**src/core/sar_adc_consts.vh**
```
`ifndef SAR_ADC_CONSTS_VH
`define SAR_ADC_CONSTS_VH
// serial frame layout, counted in serial-clock falling edges after the start
`define HOLD_EDGE 5'h03
`define MSB_EDGE 5'h04
`define LSB_EDGE 5'h0B
`define FRAME_EDGE 5'h10
`define LEAD_ZEROS 4'h4
`define RESULT_BITS 4'h8
`define CNT_ZERO 5'h00
`define CNT_ONE 5'h01
`define SAMPLE_WIDTH 8
`define FIFO_DEPTH 4
`define FIFO_AW 2
`define BIPOLAR_FLIP 8'h80
`define BYTE_ZERO 8'h00
`define SYNC_ZERO 2'h0
`define SYNC_ONE 2'h3
`define MSB_INDEX 3'h7
`endif

```
**src/core/sample_fifo.v**
```verilog
`timescale 1ns/1ps
`default_nettype none
// =====================================
// small synchronous fifo
module sample_fifo #(
   parameter WIDTH = 8,
   parameter DEPTH = 4,
   parameter AW = 2
) (
   // clock and reset
   input wire mclk,
   input wire srst,
   // fill side
   input wire in_valid,
   output wire in_ready,
   input wire [WIDTH-1:0] in_data,
   // drain side
   output wire out_valid,
   input wire out_ready,
   output reg [WIDTH-1:0] out_data
);
   localparam [AW:0] FULL_COUNT = DEPTH;
   reg [WIDTH-1:0] mem [0:DEPTH-1];
   reg [AW-1:0] wr_ptr;
   reg [AW-1:0] rd_ptr;
   reg [AW:0] count;
   reg out_full;
   wire do_wr;
   wire do_rd;
   wire do_load;
   // out_data is a register stage in front of the storage
   assign in_ready = (count != FULL_COUNT);
   assign out_valid = out_full;
   assign do_load = (count != {(AW+1){1'b0}}) && (!out_full || out_ready);
   assign do_wr = in_valid && in_ready;
   assign do_rd = do_load;
   always @(posedge mclk) begin
      if (srst) begin
         wr_ptr <= {AW{1'b0}};
         rd_ptr <= {AW{1'b0}};
         count <= {(AW+1){1'b0}};
         out_full <= 1'b0;
         out_data <= {WIDTH{1'b0}};
      end else begin
         if (do_wr) begin
            mem[wr_ptr] <= in_data;
            wr_ptr <= wr_ptr + 1'b1;
         end
         if (do_rd) begin
            out_data <= mem[rd_ptr];
            rd_ptr <= rd_ptr + 1'b1;
            out_full <= 1'b1;
         end else if (out_ready) begin
            out_full <= 1'b0;
         end
         if (do_wr && !do_rd) begin
            count <= count + 1'b1;
         end else if (!do_wr && do_rd) begin
            count <= count - 1'b1;
         end
      end
   end
endmodule // sample_fifo
`default_nettype wire

```
**src/core/sar_adc_serial_readout.v**
```verilog
`timescale 1ns/1ps
`default_nettype none
`include "sar_adc_consts.vh"
module sar_adc_serial_readout (
   // clock and reset
   input wire mclk,
   input wire srst,
   // serial pins
   input wire sclk,
   input wire cs_n,
   input wire oe_n,
   output reg dout_o,
   output reg dout_oe,
   // mode pins
   input wire polarity_select,
   input wire channel_select,
   // analog front end model: comparator and control
   input wire [7:0] analog_input_first,
   input wire [7:0] analog_input_second,
   output reg powered,
   output reg tracking,
   output reg channel_sel,
   // converted samples out
   output wire sample_valid,
   input wire sample_ready,
   output wire [7:0] sample_data,
   output wire sample_dropped_busy
);
   // =====================================
   // pin synchronisers
   reg [1:0] sclk_s;
   reg [1:0] cs_s;
   reg [1:0] oe_s;
   reg [1:0] pol_s;
   reg [1:0] ch_s;
   reg sclk_d;
   reg cs_d;
   always @(posedge mclk) begin
      if (srst) begin
         sclk_s <= `SYNC_ZERO;
         cs_s <= `SYNC_ONE;
         oe_s <= `SYNC_ONE;
         pol_s <= `SYNC_ZERO;
         ch_s <= `SYNC_ZERO;
         sclk_d <= 1'b0;
         cs_d <= 1'b1;
      end else begin
         sclk_s <= {sclk_s[0], sclk};
         cs_s <= {cs_s[0], cs_n};
         oe_s <= {oe_s[0], oe_n};
         pol_s <= {pol_s[0], polarity_select};
         ch_s <= {ch_s[0], channel_select};
         sclk_d <= sclk_s[1];
         cs_d <= cs_s[1];
      end
   end

   // =====================================
   // edge detection on the synchronised pins
   function edge_fell;
      input was;
      input now;
      begin
         edge_fell = was && !now;
      end
   endfunction

   function edge_rose;
      input was;
      input now;
      begin
         edge_rose = !was && now;
      end
   endfunction

   wire sclk_fall = edge_fell(sclk_d, sclk_s[1]);
   wire sclk_rise = edge_rose(sclk_d, sclk_s[1]);
   wire cs_fall = edge_fell(cs_d, cs_s[1]);
   wire oe_high = oe_s[1];

   // =====================================
   // sequencer
   localparam ST_IDLE = 2'h0;
   localparam ST_CONV = 2'h1;
   localparam ST_TAIL = 2'h2;
   reg [1:0] state;
   reg [1:0] next_state;
   reg [4:0] fall_cnt;
   reg [4:0] rise_cnt;
   reg [7:0] held;
   reg [7:0] sar;
   reg unipolar;
   reg push;
   reg [7:0] push_data;
   reg dropped;
   wire fifo_ready;

   // straight binary or two's complement coding
   function [7:0] code_sample;
      input [7:0] raw;
      input uni;
      begin
         code_sample = uni ? raw : (raw ^ `BIPOLAR_FLIP);
      end
   endfunction

   // one more edge on an edge counter
   function [4:0] count_up;
      input [4:0] cnt;
      begin
         count_up = cnt + `CNT_ONE;
      end
   endfunction

   // result bit decided on a given falling edge, msb on the fourth
   function [2:0] bit_slot;
      input [4:0] edge_no;
      reg [4:0] offset;
      begin
         offset = edge_no - `MSB_EDGE;
         bit_slot = `MSB_INDEX - offset[2:0];
      end
   endfunction

   // =====================================
   // frame decode
   wire [4:0] next_fall = count_up(fall_cnt);
   wire [4:0] next_rise = count_up(rise_cnt);
   wire [2:0] bit_idx = bit_slot(next_fall);
   wire start_ok = cs_fall && !oe_high;
   wire conv_fall = (state == ST_CONV) && sclk_fall && !oe_high;
   wire hold_now = conv_fall && (next_fall == `HOLD_EDGE);
   wire decide = conv_fall && (next_fall >= `MSB_EDGE) && (next_fall <= `LSB_EDGE);
   wire last_bit = conv_fall && (next_fall == `LSB_EDGE);
   wire first_rise = (state == ST_CONV) && sclk_rise && (rise_cnt == `CNT_ZERO) && !oe_high;
   // the lsb stays on the pin until the master has clocked it in
   wire tail_rise = sclk_rise && (next_rise >= `FRAME_EDGE);
   wire tail_fall = sclk_fall && (next_fall == `FRAME_EDGE);
   wire tail_done = (state == ST_TAIL) && !oe_high && (tail_rise || tail_fall);
   wire restart;

   // =====================================
   // next state
   always @* begin
      next_state = state;
      case (state)
         ST_IDLE: begin
            if (start_ok) begin
               next_state = ST_CONV;
            end
         end
         ST_CONV: begin
            // chip-select falls are not looked at here
            if (last_bit) begin
               next_state = ST_TAIL;
            end
         end
         ST_TAIL: begin
            // a start on the closing edge wins over the end of the tail
            if (start_ok) begin
               next_state = ST_CONV;
            end else if (tail_done) begin
               next_state = ST_IDLE;
            end
         end
         default: begin
            next_state = ST_IDLE;
         end
      endcase
      if (oe_high) begin
         // forced power-down wins over everything
         next_state = ST_IDLE;
      end
   end

   assign restart = (next_state == ST_CONV) && (state != ST_CONV);

   // =====================================
   // state and edge counters
   always @(posedge mclk) begin
      if (srst) begin
         state <= ST_IDLE;
      end else begin
         state <= next_state;
      end
   end

   always @(posedge mclk) begin
      if (srst) begin
         fall_cnt <= `CNT_ZERO;
      end else if (restart) begin
         fall_cnt <= `CNT_ZERO;
      end else if (state != ST_IDLE && sclk_fall) begin
         fall_cnt <= next_fall;
      end
   end

   always @(posedge mclk) begin
      if (srst) begin
         rise_cnt <= `CNT_ZERO;
      end else if (restart) begin
         rise_cnt <= `CNT_ZERO;
      end else if (state != ST_IDLE && sclk_rise) begin
         rise_cnt <= next_rise;
      end
   end

   // =====================================
   // mode pins, taken on the first rise of a frame
   always @(posedge mclk) begin
      if (srst) begin
         unipolar <= 1'b1;
         channel_sel <= 1'b0;
      end else if (first_rise) begin
         unipolar <= pol_s[1];
         channel_sel <= ch_s[1];
      end
   end

   // =====================================
   // power, track and output drive
   always @(posedge mclk) begin
      if (srst) begin
         powered <= 1'b0;
         tracking <= 1'b0;
         dout_oe <= 1'b0;
      end else if (oe_high) begin
         powered <= 1'b0;
         tracking <= 1'b0;
         dout_oe <= 1'b0;
      end else if (restart) begin
         powered <= 1'b1;
         tracking <= 1'b1;
         dout_oe <= 1'b1;
      end else begin
         if (hold_now) begin
            tracking <= 1'b0;
         end
         if (last_bit) begin
            powered <= 1'b0;
         end
      end
   end

   // =====================================
   // sample, bit decisions and serial output
   always @(posedge mclk) begin
      if (srst) begin
         held <= `BYTE_ZERO;
         sar <= `BYTE_ZERO;
         dout_o <= 1'b0;
      end else if (oe_high) begin
         dout_o <= 1'b0;
      end else if (restart) begin
         sar <= `BYTE_ZERO;
         dout_o <= 1'b0;
      end else begin
         if (hold_now) begin
            held <= code_sample(channel_sel ? analog_input_second : analog_input_first,
               unipolar || channel_sel);
         end
         if (decide) begin
            // bit decision, msb first, changes on falling edge
            dout_o <= held[bit_idx];
            sar[bit_idx] <= held[bit_idx];
         end
         if (tail_done) begin
            dout_o <= 1'b0;
         end
      end
   end

   // =====================================
   // hand the result to the buffer
   always @(posedge mclk) begin
      if (srst) begin
         push <= 1'b0;
         push_data <= `BYTE_ZERO;
         dropped <= 1'b0;
      end else begin
         push <= last_bit;
         dropped <= last_bit && !fifo_ready;
         if (last_bit) begin
            push_data <= {sar[7:1], held[0]};
         end
      end
   end

   assign sample_dropped_busy = dropped;

   // =====================================
   // result buffer
   sample_fifo #(
      .WIDTH(`SAMPLE_WIDTH),
      .DEPTH(`FIFO_DEPTH),
      .AW(`FIFO_AW)
   ) u_fifo (
      .mclk(mclk),
      .srst(srst),
      .in_valid(push),
      .in_ready(fifo_ready),
      .in_data(push_data),
      .out_valid(sample_valid),
      .out_ready(sample_ready),
      .out_data(sample_data)
   );
endmodule // sar_adc_serial_readout
`default_nettype wire

```
**config.mk**
```make
export PLATFORM = sky130hd
export DESIGN_NAME = sar_adc_serial_readout
export DESIGN_NICKNAME = d
export VERILOG_FILES = /design/src/core/sample_fifo.v /design/src/core/sar_adc_serial_readout.v
export VERILOG_INCLUDE_DIRS = /design/src /design/src/core
export SDC_FILE = /design/constraint.sdc
export NUM_CORES = 1
export LEC_CHECK = 0
export BUFFER_PORTS_ARGS = -buffer_cell sky130_fd_sc_hd__buf_2
export CORE_AREA = 4 4 88 90
export CTS_CLUSTER_DIAMETER = 150
export CTS_CLUSTER_SIZE = 10
export DETAILED_ROUTE_END_ITERATION = 8
export DIE_AREA = 0 0 92 94
export GPL_TIMING_DRIVEN = 0
export PLACE_DENSITY = 0.9
export RECOVER_POWER = 25
export SYNTH_ARGS = -nofsm -noshare
export SYNTH_HDL_FRONTEND = slang
export SYNTH_SLANG_ARGS = --single-unit
```
**constraint.sdc**
```tcl
create_clock -name mclk -period 3.7 [get_ports mclk]
set_clock_uncertainty 0.05 [all_clocks]
set_input_delay 0.555 -clock mclk [delete_from_list [all_inputs] [get_ports mclk]]
set_output_delay 0.555 -clock mclk [all_outputs]
set_load 0.05 [all_outputs]
```
==> impl_metrics.prom, run 1 <==
# TYPE chip_impl_metric gauge
chip_impl_metric{name="synth_seq_cells",unit=""} 103
chip_impl_metric{name="critPathMaxFanout",unit=""} 10
chip_impl_metric{name="fmaxAchievable",unit="MHz"} 334
chip_impl_info{name="final_common_cell",value="sky130_fd_sc_hd__dfxtp_1"} 1
chip_impl_metric{name="critPathArrivalTime",unit="ns"} 3.18
chip_impl_metric{name="antenna_cells_inserted",unit=""} 0
chip_impl_info{name="whs_endpoint",value="cs_s[0]"} 1
chip_impl_metric{name="drt_wl_total",unit="um"} 7750
chip_impl_metric{name="grt_max_degree",unit=""} 18
chip_impl_metric{name="portBuffers",unit=""} 38
chip_impl_info{name="netlist.top_cell.by_area",value="sky130_fd_sc_hd__dfxtp_1"} 1
chip_impl_metric{name="final_layout_size_suffix_gt1_share",unit="%"} 18.8
chip_impl_metric{name="clkTransAtPathRegs",unit="ns"} 0.09
chip_impl_metric{name="depth_of_the_worst_hold_timing_path",unit=""} 2
chip_impl_metric{name="cts_resized",unit=""} 0
chip_impl_metric{name="critPathRequiredTime",unit="ns"} 3.89
chip_impl_info{name="synth_top_cells_by_area",value="sky130_fd_sc_hd__dfxtp_1 (33%), sky130_fd_sc_hd__edfxtp_1 (22%), sky130_fd_sc_hd__mux2i_1 (7.0%)"} 1
chip_impl_metric{name="sequential_cell_area",unit="sq um"} 2380
chip_impl_metric{name="floorplan.rows",unit=""} 31
chip_impl_metric{name="die_y",unit="um"} 94
chip_impl_metric{name="cts_buffer_depth",unit=""} 2
chip_impl_metric{name="multi_input_comb_area",unit="sq um"} 1770
chip_impl_metric{name="vdd_ir_drop_max",unit="mV"} 0.259
chip_impl_metric{name="start_util",unit="%"} 60.6
chip_impl_metric{name="detailed_place_hpwl",unit="um"} 5730
chip_impl_info{name="rsz0062_at_grt",value="false"} 1
chip_impl_metric{name="globalplace.congestion",unit=""} 0.796
chip_impl_metric{name="number_of_flops_mapped_to_enable_cells_by_yosys",unit=""} 32
chip_impl_metric{name="wire_per_inst",unit="um"} 14.5
chip_impl_metric{name="total_global_routing_overflow",unit=""} 0
chip_impl_metric{name="setup_violations",unit=""} 0
chip_impl_metric{name="num_vias",unit=""} 2854
chip_impl_metric{name="placed_instance_area",unit="sq um"} 4590
chip_impl_info{name="reg2reg_to",value="sar[4]"} 1
chip_impl_metric{name="fin_area",unit="sq um"} 4790
chip_impl_metric{name="cts_setup_buffers",unit=""} 0
chip_impl_metric{name="vias_in_the_first_global_route",unit=""} 2880
chip_impl_metric{name="drc",unit=""} 0
chip_impl_metric{name="fill_cells",unit=""} 557
chip_impl_metric{name="final_max_slew_viol_count",unit=""} 0
chip_impl_metric{name="relSlewSlack",unit="%"} 59.5
chip_impl_metric{name="cts_hold_buffers",unit=""} 0
chip_impl_metric{name="initialDrtViolationCount",unit=""} 110
chip_impl_info{name="timing.critical_path.from_type",value="register"} 1
chip_impl_metric{name="power_leakage",unit="nW"} 1.79
chip_impl_metric{name="synth_nets",unit=""} 417
chip_impl_info{name="critical_hold_path_startpoint",value="cs_n"} 1
chip_impl_metric{name="cellPowerDensity",unit="nW/um^2"} 516
chip_impl_info{name="worst_path_class_setup",value="reg -> reg"} 1
chip_impl_metric{name="grt_pass1_wl",unit="um"} 13300
chip_impl_metric{name="syn_inst",unit=""} 382
chip_impl_info{name="ctsRootBufferMaster",value="sky130_fd_sc_hd__clkbuf_8"} 1
chip_impl_metric{name="cts.sinks",unit=""} 103
chip_impl_metric{name="r2r_setup_slack",unit="ns"} 0.71
chip_impl_metric{name="dieArea",unit="sq um"} 8650
chip_impl_metric{name="finalCriticalPeriod",unit="ns"} 2.99
chip_impl_info{name="final_cell_mix",value="sky130_fd_sc_hd__dfxtp_1 (71), sky130_fd_sc_hd__nor2_1 (48), sky130_fd_sc_hd__buf_2 (38)"} 1
chip_impl_metric{name="global_route.usage.total",unit="%"} 19.5
chip_impl_metric{name="h-tree-depth",unit=""} 3
chip_impl_info{name="outcome",value="finished clean"} 1
chip_impl_metric{name="hold_viol",unit=""} 0
chip_impl_metric{name="timing_worst_slew_pin_value",unit="ns"} 0.607
chip_impl_metric{name="floorplan.io_pins",unit=""} 39
chip_impl_metric{name="syn_area",unit="sq um"} 4280
chip_impl_metric{name="final.period_utilization",unit="%"} 80.8
chip_impl_metric{name="antenna_found_initial",unit=""} 0
chip_impl_metric{name="async_reset_ff_share",unit="%"} 0
chip_impl_info{name="r2r_start",value="fall_cnt[0]"} 1
chip_impl_metric{name="die_w",unit="um"} 92
chip_impl_info{name="clock_tree_from_tritoncts",value="yes"} 1
chip_impl_info{name="holdCritPathClass",value="in -> reg"} 1
chip_impl_metric{name="syn2layout_area_growth",unit="%"} 11.9
chip_impl_metric{name="sum_of_negative_setup_slack",unit="ns"} 0
chip_impl_metric{name="design.final.nets",unit=""} 466
chip_impl_metric{name="ant_nets",unit=""} 0
chip_impl_metric{name="drt-vias-per-instance",unit=""} 5.33
chip_impl_metric{name="drt_pass1_iterations",unit=""} 4
chip_impl_metric{name="syn-mean-instance-area",unit="sq um"} 11.2
chip_impl_metric{name="synthDistinctLibCells",unit=""} 44
chip_impl_info{name="ys.flop_type",value="sky130_fd_sc_hd__dfxtp_1"} 1
chip_impl_metric{name="reg2regPathDepth",unit=""} 9
chip_impl_metric{name="clk_latency",unit="ns"} 0.36
chip_impl_metric{name="fp.coreArea",unit="sq um"} 7060
chip_impl_metric{name="number_of_buffers_inserted_during_clock_tree_synthesis",unit=""} 9
chip_impl_metric{name="seq_area_frac_synth",unit="%"} 55.7
chip_impl_metric{name="synthesis.yosys.warnings",unit=""} 0
chip_impl_metric{name="finalCoreUtilization",unit="%"} 67.8
chip_impl_metric{name="synth.top_cell.area_share",unit="%"} 33.2
chip_impl_info{name="worst_setup_path_end_kind",value="register"} 1
chip_impl_metric{name="drv_cap",unit=""} 0
-- critical path, cell delays in order, from the launching register on --
cell	delay (ns)
sky130_fd_sc_hd__dfxtp_1	0.51
sky130_fd_sc_hd__clkbuf_1	0.42
sky130_fd_sc_hd__inv_1	0.09
sky130_fd_sc_hd__ha_1	0.35
sky130_fd_sc_hd__clkbuf_1	0.35
sky130_fd_sc_hd__nor3_1	0.11
sky130_fd_sc_hd__nor4_1	0.46
sky130_fd_sc_hd__or2_1	0.17
sky130_fd_sc_hd__clkbuf_1	0.24
sky130_fd_sc_hd__mux2i_1	0.11
-- state kept, by name, indices dropped and copies added, names as in the netlist, 3 cells and up --
register,flops
rise_cnt,5
u_fifo.mem,32
sar,7
u_fifo.count,3
held,8
fall_cnt,5
u_fifo.out_data,8
push_data,8
-- how the worst max path moves through the flow --
| stage | to | start | slack, ns | cells after the start |
|---|---|---|---|---|
| after CTS | sar[2] | fall_cnt[0] | 0.74 | 9 |
| after detailed placement | sar[7] | fall_cnt[0] | 0.76 | 9 |
| after global routing | sar[1] | fall_cnt[0] | 0.44 | 9 |
| after global placement | sar[5] | fall_cnt[0] | 0.85 | 9 |
| after floorplan | sar[1] | fall_cnt[0] | 1.37 | 9 |
| final | sar[4] | fall_cnt[0] | 0.71 | 9 |
-- kinds of logic after synthesis --
logic type / after synthesis / synth area share [%]
and+or+nand+nor: 152 / 17.5
DFF: 103 / 55.7
muxes: 38 / 11.2
AOI/OAI and AO/OA: 31 / 4.50
buffers and inverters: 27 / 3.01
xor gates and xnor gates: 20 / 4.62
adders and majority gates: 11 / 3.39
-- stage by stage --
stage | setup slack, ns | power, mW | hold slack [ns] | instances
2_1_floorplan | 1.37 | 1.68 | 0.339 | 382
3_3_place_gp | 0.853 | 1.78 | 0.342 | 519
3_5_place_dp | 0.764 | 1.80 | 0.348 | 519
4_1_cts | 0.737 | 2.49 | 0.312 | 535
5_1_grt | 0.438 | 2.59 | 0.319 | 535
6_report | 0.710 | 2.47 | 0.328 | 535
-- cells in the mapped netlist (3+ instances only) --
library cell,n
sky130_fd_sc_hd__xnor2_2,3
sky130_fd_sc_hd__clkbuf_1,10
sky130_fd_sc_hd__mux4_2,8
sky130_fd_sc_hd__inv_1,9
sky130_fd_sc_hd__ha_1,10
sky130_fd_sc_hd__nand4_1,5
sky130_fd_sc_hd__nor2_1,48
sky130_fd_sc_hd__xnor2_1,8
sky130_fd_sc_hd__xor2_1,9
sky130_fd_sc_hd__a211oi_1,8
sky130_fd_sc_hd__nor2b_1,11
sky130_fd_sc_hd__edfxtp_1,32
sky130_fd_sc_hd__mux2i_1,30
sky130_fd_sc_hd__o21ai_0,5
sky130_fd_sc_hd__buf_6,3
sky130_fd_sc_hd__and2_1,4
sky130_fd_sc_hd__nor3_1,9
sky130_fd_sc_hd__dfxtp_1,71
sky130_fd_sc_hd__or2_2,7
sky130_fd_sc_hd__nand3_1,11
sky130_fd_sc_hd__nand2_1,37
sky130_fd_sc_hd__a21oi_1,14
sky130_fd_sc_hd__nand3b_1,3
sky130_fd_sc_hd__and3_1,3
-- where the power goes --
group / internal, mW / total [mW] / switching (mW)
combinational: 0.178 / 0.513 / 0.335
sequential: 1.22 / 1.26 / 0.0367
clock: 0.317 / 0.700 / 0.383
total: 1.72 / 2.47 / 0.755
-- metal layers --
metal | vias up | share of wire (%) | GRT usage [%]
met1 | 1361 | 42 | 23.2
met5 | - | 0 | 0
li1 | 1414 | - | -
met3 | 14 | 4.1 | 3.53
met2 | 65 | 53 | 35.3
met4 | 0 | 1.5 | 7.43
-- cell type report --
class,count,area share [%]
Timing Repair Buffer,38,3.95
Clock inverter,6,1.44
Clock buffer,10,2.67
Buffer,17,1.91
Sequential cell,103,49.8
Multi-Input combinational cell,252,36.9
Inverter,10,0.784
Tap cell,99,2.59
Note: power is estimated with default switching activity, not from simulation.
==> run 2, diff against run 1 <==
--- a/config.mk
+++ b/config.mk
@@ -7,13 +7,13 @@
 export NUM_CORES = 1
 export LEC_CHECK = 0
 export BUFFER_PORTS_ARGS = -buffer_cell sky130_fd_sc_hd__buf_2
-export CORE_AREA = 4 4 88 90
+export CORE_AREA = 4 4 95 97
 export CTS_CLUSTER_DIAMETER = 150
 export CTS_CLUSTER_SIZE = 10
 export DETAILED_ROUTE_END_ITERATION = 8
-export DIE_AREA = 0 0 92 94
+export DIE_AREA = 0 0 99 101
 export GPL_TIMING_DRIVEN = 0
-export PLACE_DENSITY = 0.9
+export PLACE_DENSITY = 0.82
 export RECOVER_POWER = 25
 export SYNTH_ARGS = -nofsm -noshare
 export SYNTH_HDL_FRONTEND = slang
==> constraint.sdc (replaced) <==
create_clock -name mclk -period 2.5 [get_ports mclk]
set_clock_uncertainty 0.05 [all_clocks]
set_input_delay 0.375 -clock mclk [delete_from_list [all_inputs] [get_ports mclk]]
set_output_delay 0.375 -clock mclk [all_outputs]
set_load 0.05 [all_outputs]
==> run 2 against run 1 <==
Non-clock buffer count down 1. Clock power rose by 43%. Cell count up 0.93%. Critical path depth down 1. Routed wire length fell by 3.9%. Register-to-register slack lost 0.50 ns. Sequential share of layout area is 0.13 points lower. Largest cell class unchanged. Highest routed layer unchanged.
==> impl_metrics.prom, run 2 (synthesis results as in run 1) <==
# TYPE chip_impl_metric gauge
chip_impl_info{name="outcome",value="finished clean"} 1
chip_impl_metric{name="die_w",unit="um"} 99
chip_impl_metric{name="clock_power_share",unit="%"} 27.6
chip_impl_metric{name="ant_nets",unit=""} 0
chip_impl_metric{name="path_length_in_cells_of_the_critical_path",unit=""} 8
chip_impl_metric{name="final_layout_size_suffix_gt1_share",unit="%"} 20.0
chip_impl_metric{name="p_sw_share",unit="%"} 30.3
chip_impl_metric{name="h-tree-depth",unit=""} 3
chip_impl_metric{name="floorplan.rows",unit=""} 33
chip_impl_info{name="most_used_layer_global_route",value="met2"} 1
chip_impl_info{name="worst_path_class_setup",value="reg -> reg"} 1
chip_impl_metric{name="initialDrtViolationCount",unit=""} 81
chip_impl_metric{name="critPathRequiredTime",unit="ns"} 2.69
chip_impl_metric{name="grt_max_degree",unit=""} 18
chip_impl_metric{name="placed_instance_area",unit="sq um"} 4600
chip_impl_metric{name="critPathArrivalTime",unit="ns"} 2.48
chip_impl_metric{name="finalCriticalPeriod",unit="ns"} 2.29
chip_impl_metric{name="fmaxAchievable",unit="MHz"} 437
chip_impl_info{name="worst_setup_path_end_kind",value="register"} 1
chip_impl_metric{name="grt_use_met2",unit="%"} 28.8
chip_impl_metric{name="portBuffers",unit=""} 38
chip_impl_metric{name="sequential_cell_area",unit="sq um"} 2380
chip_impl_metric{name="dieArea",unit="sq um"} 10000
chip_impl_metric{name="drt_wl_total",unit="um"} 7450
chip_impl_metric{name="setup_violations",unit=""} 0
chip_impl_metric{name="multi_input_comb_area",unit="sq um"} 1780
chip_impl_metric{name="reg2regPathDepth",unit=""} 8
chip_impl_metric{name="clkTransAtPathRegs",unit="ns"} 0.09
chip_impl_metric{name="whs",unit="ns"} 0.141
chip_impl_metric{name="fill_cells",unit=""} 679
chip_impl_metric{name="num_vias",unit=""} 2768
chip_impl_metric{name="clk_latency",unit="ns"} 0.37
chip_impl_metric{name="relSlewSlack",unit="%"} 59.0
chip_impl_metric{name="power_share_of_the_combinational_group",unit="%"} 20.9
chip_impl_info{name="worst_path_max_delay_cell",value="sky130_fd_sc_hd__dfxtp_2"} 1
chip_impl_metric{name="vias_in_the_first_global_route",unit=""} 2834
chip_impl_metric{name="total_global_routing_overflow",unit=""} 0
chip_impl_metric{name="met1_usage",unit="%"} 18.2
chip_impl_metric{name="power_leakage",unit="nW"} 1.80
chip_impl_metric{name="critPathBufInv",unit=""} 3
chip_impl_metric{name="finalPower",unit="mW"} 3.62
chip_impl_info{name="critical_path.top_delay_family",value="simple AND/OR/NAND/NOR gates"} 1
chip_impl_metric{name="start_util",unit="%"} 52.6
chip_impl_metric{name="share_seq_of_total_power",unit="%"} 51.5
chip_impl_metric{name="drt_pass1_iterations",unit=""} 4
chip_impl_info{name="cp_cell_sequence",value="buf_2, inv_1, ha_1, clkbuf_2, nor3_1, nor4_2, or2_1, mux2i_1"} 1
chip_impl_metric{name="cts.sinks",unit=""} 103
chip_impl_metric{name="timing_worst_slew_pin_value",unit="ns"} 0.615
chip_impl_metric{name="syn2layout_area_growth",unit="%"} 12.3
chip_impl_info{name="final_common_cell",value="sky130_fd_sc_hd__dfxtp_1"} 1
chip_impl_metric{name="design.final.nets",unit=""} 465
chip_impl_metric{name="gr_layer_usage_met3",unit="%"} 5.40
chip_impl_metric{name="globalplace.congestion",unit=""} 0.798
chip_impl_metric{name="wire_per_inst",unit="um"} 13.8
chip_impl_metric{name="global_route.usage.total",unit="%"} 16.1
chip_impl_info{name="clock_tree_from_tritoncts",value="yes"} 1
chip_impl_metric{name="drc",unit=""} 0
chip_impl_metric{name="fp.coreArea",unit="sq um"} 8130
chip_impl_metric{name="largest_register_ffs",unit=""} 32
chip_impl_metric{name="grt_pass1_wl",unit="um"} 12800
chip_impl_info{name="final_cell_mix",value="sky130_fd_sc_hd__dfxtp_1 (70), sky130_fd_sc_hd__nor2_1 (48), sky130_fd_sc_hd__buf_2 (39)"} 1
chip_impl_metric{name="antenna_found_initial",unit=""} 0
chip_impl_metric{name="depth_of_the_worst_hold_timing_path",unit=""} 2
chip_impl_info{name="ctsRootBufferMaster",value="sky130_fd_sc_hd__clkbuf_8"} 1
chip_impl_metric{name="number_of_buffers_inserted_during_clock_tree_synthesis",unit=""} 9
chip_impl_metric{name="antenna_cells_inserted",unit=""} 0
chip_impl_metric{name="floorplan.io_pins",unit=""} 39
chip_impl_metric{name="drt-vias-per-instance",unit=""} 5.13
chip_impl_info{name="rsz0062_at_grt",value="false"} 1
chip_impl_metric{name="vdd_ir_drop_max",unit="mV"} 0.394
chip_impl_info{name="holdCritPathClass",value="in -> reg"} 1
chip_impl_metric{name="detailed_place_hpwl",unit="um"} 5400
chip_impl_metric{name="critPathMaxStageDelay",unit="ns"} 0.42
chip_impl_metric{name="drv_cap",unit=""} 0
chip_impl_metric{name="cts_buffer_depth",unit=""} 2
chip_impl_info{name="largest_register",value="u_fifo.mem"} 1
chip_impl_metric{name="fin_area",unit="sq um"} 4800
chip_impl_metric{name="critPathMaxFanout",unit=""} 10
chip_impl_metric{name="final.period_utilization",unit="%"} 91.5
chip_impl_info{name="timing.critical_path.from_type",value="register"} 1
chip_impl_metric{name="final_max_slew_viol_count",unit=""} 0
chip_impl_metric{name="internal_power",unit="mW"} 2.52
chip_impl_metric{name="cts_hold_buffers",unit=""} 0
chip_impl_metric{name="power.net_switching",unit="mW"} 1.10
chip_impl_metric{name="hold_viol",unit=""} 0
chip_impl_metric{name="cellPowerDensity",unit="nW/um^2"} 754
chip_impl_metric{name="die_y",unit="um"} 101
==> run 2: routing by layer <==
metal	vias to the layer above	part of all wire [%]
met4	0	1.3
met2	50	50
met3	7	5.1
met1	1301	43
met5	-	0
li1	1410	-
==> run 2: what timing repair did <==
item | 4_1_cts | 5_1_grt
endpoints found under the setup margin | 8 | 8
gates resized for setup | 4 | 2
buffers inserted | 0 | 0
==> run 2: final cells by class <==
cell class | instances | area share [%]
plain buffers | 16 | 1.88
clock buffers | 13 | 3.49
clock inverters | 3 | 0.521
inverters | 10 | 0.782
multi-input cells | 252 | 37.0
flip-flops and latches | 103 | 49.6
well taps | 105 | 2.74
repair buffers | 38 | 3.93
==> run 2: final timing paths <==
| check | slack [ns] | endpoint | startpoint |
|---|---|---|---|
| worst min register to register | 0.37 | oe_s[1] | oe_s[0] |
| worst max register to register | 0.21 | sar[6] | fall_cnt[0] |
| worst max-delay path | 0.21 | sar[6] | fall_cnt[0] |
| worst min-delay path | 0.14 | oe_s[0] | oe_n |
==> run 2: worst reg2reg max path, delay by kind of cell (launching register included) <==
kind                       cells  cell delay (ns)
and+or+nand+nor                3             0.71
buffers and inverters          3             0.55
DFF                            1             0.42
adders and majority gates      1             0.34
muxes                          1             0.11
==> run 2: per-stage QoR <==
step	setup WS [ns]	setup TNS [ns]	instances	utilization, %
5_1_grt	0.0403	0	540	59.0
2_1_floorplan	0.170	0	382	-
6_report	0.212	0	540	59.0
3_5_place_dp	-0.428	-3.06	525	56.5
3_3_place_gp	-0.374	-2.74	525	56.5
4_1_cts	0.0681	0	541	59.0
==> run 2: power groups by stage <==
stage / sequential (mW) / combinational (mW) / clock (mW)
after floorplan: 2.08 / 0.409 / 0
after global placement: 1.89 / 0.742 / 0
after detailed placement: 1.90 / 0.763 / 0
after CTS: 1.87 / 0.766 / 1.02
after global routing: 1.88 / 0.836 / 1.10
final: 1.87 / 0.757 / 0.999
==> run 3, diff against run 2 <==
--- a/config.mk
+++ b/config.mk
@@ -7,12 +7,13 @@
 export NUM_CORES = 1
 export LEC_CHECK = 0
 export BUFFER_PORTS_ARGS = -buffer_cell sky130_fd_sc_hd__buf_2
-export CORE_AREA = 4 4 95 97
+export CORE_AREA = 4 4 91 102
 export CTS_CLUSTER_DIAMETER = 150
 export CTS_CLUSTER_SIZE = 10
 export DETAILED_ROUTE_END_ITERATION = 8
-export DIE_AREA = 0 0 99 101
+export DIE_AREA = 0 0 95 106
 export GPL_TIMING_DRIVEN = 0
+export MAX_ROUTING_LAYER = met4
 export PLACE_DENSITY = 0.82
 export RECOVER_POWER = 25
 export SYNTH_ARGS = -nofsm -noshare
==> run 3 against run 2 <==
Non-clock buffer count did not move. Cell count rose by 1.1%. Worst setup slack lost 0.034 ns. Register-to-register slack worse by 0.03 ns. Fmax shrank 1.5%. Total power about the same. Global-route usage increased by 1.1 points. Cell area about the same. Clock power is 1% lower. Critical endpoint is now sar[2]. Highest routed layer unchanged.
==> impl_metrics.prom, run 3 (synthesis results as in run 1) <==
# TYPE chip_impl_metric gauge
chip_impl_info{name="worst_path_max_delay_cell",value="sky130_fd_sc_hd__dfxtp_2"} 1
chip_impl_info{name="clock_tree_from_tritoncts",value="yes"} 1
chip_impl_info{name="ctsRootBufferMaster",value="sky130_fd_sc_hd__clkbuf_8"} 1
chip_impl_metric{name="total_global_routing_overflow",unit=""} 0
chip_impl_info{name="worst_path_class_setup",value="reg -> reg"} 1
chip_impl_metric{name="setup_violations",unit=""} 0
chip_impl_metric{name="final_max_slew_viol_count",unit=""} 0
chip_impl_info{name="holdCritPathClass",value="in -> reg"} 1
chip_impl_metric{name="drt-vias-per-instance",unit=""} 5.17
chip_impl_metric{name="antenna_cells_inserted",unit=""} 0
chip_impl_metric{name="grt_pass1_wl",unit="um"} 13000
chip_impl_metric{name="hold_viol",unit=""} 0
chip_impl_metric{name="vdd_ir_drop_max",unit="mV"} 0.306
chip_impl_metric{name="cts_hold_buffers",unit=""} 0
chip_impl_metric{name="grt_max_degree",unit=""} 20
chip_impl_metric{name="drt_wl_total",unit="um"} 7750
chip_impl_metric{name="drt_pass1_iterations",unit=""} 4
chip_impl_metric{name="portBuffers",unit=""} 38
chip_impl_metric{name="fmaxAchievable",unit="MHz"} 431
chip_impl_metric{name="final.period_utilization",unit="%"} 92.9
chip_impl_metric{name="r2r_setup_slack",unit="ns"} 0.18
chip_impl_info{name="largest_register",value="u_fifo.mem"} 1
chip_impl_info{name="worst_setup_path_end_kind",value="register"} 1
chip_impl_metric{name="antenna_found_initial",unit=""} 0
chip_impl_metric{name="ant_nets",unit=""} 0
chip_impl_metric{name="wire_per_inst",unit="um"} 14.2
chip_impl_metric{name="dieArea",unit="sq um"} 10100
chip_impl_metric{name="globalplace.congestion",unit=""} 0.799
chip_impl_metric{name="critPathRequiredTime",unit="ns"} 2.71
chip_impl_info{name="timing.critical_path.from_type",value="register"} 1
chip_impl_metric{name="clk_latency",unit="ns"} 0.37
chip_impl_metric{name="power_leakage",unit="nW"} 1.80
chip_impl_metric{name="critPathMaxStageDelay",unit="ns"} 0.42
chip_impl_info{name="final_cell_mix",value="sky130_fd_sc_hd__dfxtp_1 (70), sky130_fd_sc_hd__nor2_1 (48), sky130_fd_sc_hd__buf_2 (38)"} 1
chip_impl_metric{name="cts_buffer_depth",unit=""} 2
chip_impl_metric{name="drv_cap",unit=""} 0
chip_impl_metric{name="cts.sinks",unit=""} 103
chip_impl_metric{name="floorplan.rows",unit=""} 35
chip_impl_metric{name="die_y",unit="um"} 106
chip_impl_metric{name="cellPowerDensity",unit="nW/um^2"} 753
chip_impl_metric{name="critPathMaxFanout",unit=""} 10
chip_impl_metric{name="start_util",unit="%"} 52.0
chip_impl_metric{name="internal_power",unit="mW"} 2.46
chip_impl_metric{name="syn2layout_area_growth",unit="%"} 12.3
chip_impl_metric{name="clkTransAtPathRegs",unit="ns"} 0.10
chip_impl_metric{name="power_share_of_the_combinational_group",unit="%"} 21.2
chip_impl_metric{name="finalCoreUtilization",unit="%"} 58.4
chip_impl_metric{name="whs",unit="ns"} 0.135
chip_impl_metric{name="num_vias",unit=""} 2823
chip_impl_metric{name="detailed_place_hpwl",unit="um"} 5620
chip_impl_info{name="cp_cell_sequence",value="clkbuf_2, inv_1, ha_1, clkbuf_2, nor3_1, nor4_2, or2_4, mux2i_1"} 1
chip_impl_metric{name="global_route.usage.total",unit="%"} 17.2
chip_impl_metric{name="relSlewSlack",unit="%"} 59.7
chip_impl_metric{name="h-tree-depth",unit=""} 3
chip_impl_metric{name="power.net_switching",unit="mW"} 1.16
chip_impl_info{name="final_common_cell",value="sky130_fd_sc_hd__dfxtp_1"} 1
chip_impl_metric{name="p_sw_share",unit="%"} 32.2
chip_impl_metric{name="critPathArrivalTime",unit="ns"} 2.54
chip_impl_metric{name="share_seq_of_total_power",unit="%"} 51.5
chip_impl_info{name="outcome",value="finished clean"} 1
chip_impl_metric{name="number_of_buffers_inserted_during_clock_tree_synthesis",unit=""} 9
chip_impl_info{name="rsz0062_at_grt",value="false"} 1
chip_impl_metric{name="final_layout_size_suffix_gt1_share",unit="%"} 20.5
chip_impl_metric{name="drc",unit=""} 0
chip_impl_metric{name="clock_power_share",unit="%"} 27.3
chip_impl_metric{name="largest_register_ffs",unit=""} 32
chip_impl_info{name="worst_path_most_repeated_cell",value="sky130_fd_sc_hd__clkbuf_2"} 1
chip_impl_metric{name="finalCriticalPeriod",unit="ns"} 2.32
chip_impl_metric{name="timing_worst_slew_pin_value",unit="ns"} 0.604
chip_impl_metric{name="initialDrtViolationCount",unit=""} 67
chip_impl_metric{name="design.final.nets",unit=""} 465
chip_impl_metric{name="floorplan.io_pins",unit=""} 39
chip_impl_metric{name="vias_in_the_first_global_route",unit=""} 2815
chip_impl_metric{name="die_w",unit="um"} 95
chip_impl_metric{name="fp.coreArea",unit="sq um"} 8230
-- run 3: power groups by stage --
stage / sequential [mW] / combinational, mW / clock, mW
after floorplan: 2.08 / 0.409 / 0
after global placement: 1.90 / 0.744 / 0
after detailed placement: 1.90 / 0.775 / 0
after CTS: 1.86 / 0.778 / 1.01
after global routing: 1.88 / 0.855 / 1.08
final: 1.86 / 0.766 / 0.988
-- run 3: area by class of cell --
type / instances / area (sq um)
fill: 702 / 3430
sequential: 103 / 2380
multi-input combinational: 252 / 1780
timing repair buffer: 38 / 189
tap: 111 / 139
clock buffer: 9 / 124
buffer: 16 / 90.1
clock inverter: 7 / 61.3
inverter: 10 / 37.5
-- run 3: worst paths after layout --
kind	startpoint	end	depth (start not counted)
max	fall_cnt[0]	sar[2]	8
min	oe_n	oe_s[0]	2
max reg2reg	fall_cnt[0]	sar[2]	8
min reg2reg	oe_s[0]	oe_s[1]	1
-- run 3: what timing repair did --
item,in CTS,in global routing
buffers inserted,0,0
gates resized for setup,4,2
setup endpoints to repair,8,8
-- run 3: critical path, delay by kind of cell (launching register included) --
family	cells	cell delay, ns
buffers and inverters	3	0.56
AND/OR/NAND/NOR	3	0.76
adder cells (fa/ha/maj)	1	0.34
flip-flops	1	0.42
multiplexers	1	0.07
-- run 3: per-layer routing --
metal	track usage [%]	vias up	wire length [um]
met3	3.82	15	300
met2	29.5	55	4060
met1	19.0	1333	3180
li1	-	1420	-
met4	7.42	0	208
met5	-	-	0
-- run 3: stage by stage --
step	setup TNS, ns	area [sq um]	std cells	worst slack, ns	total power [mW]
6_report	0	4800	546	0.178	3.62
5_1_grt	0	4800	546	0.0146	3.81
4_1_cts	0	4800	546	0.124	3.65
3_5_place_dp	-3.62	4610	531	-0.495	2.68
3_3_place_gp	-2.86	4610	531	-0.391	2.64
2_1_floorplan	0	4280	382	0.170	2.49
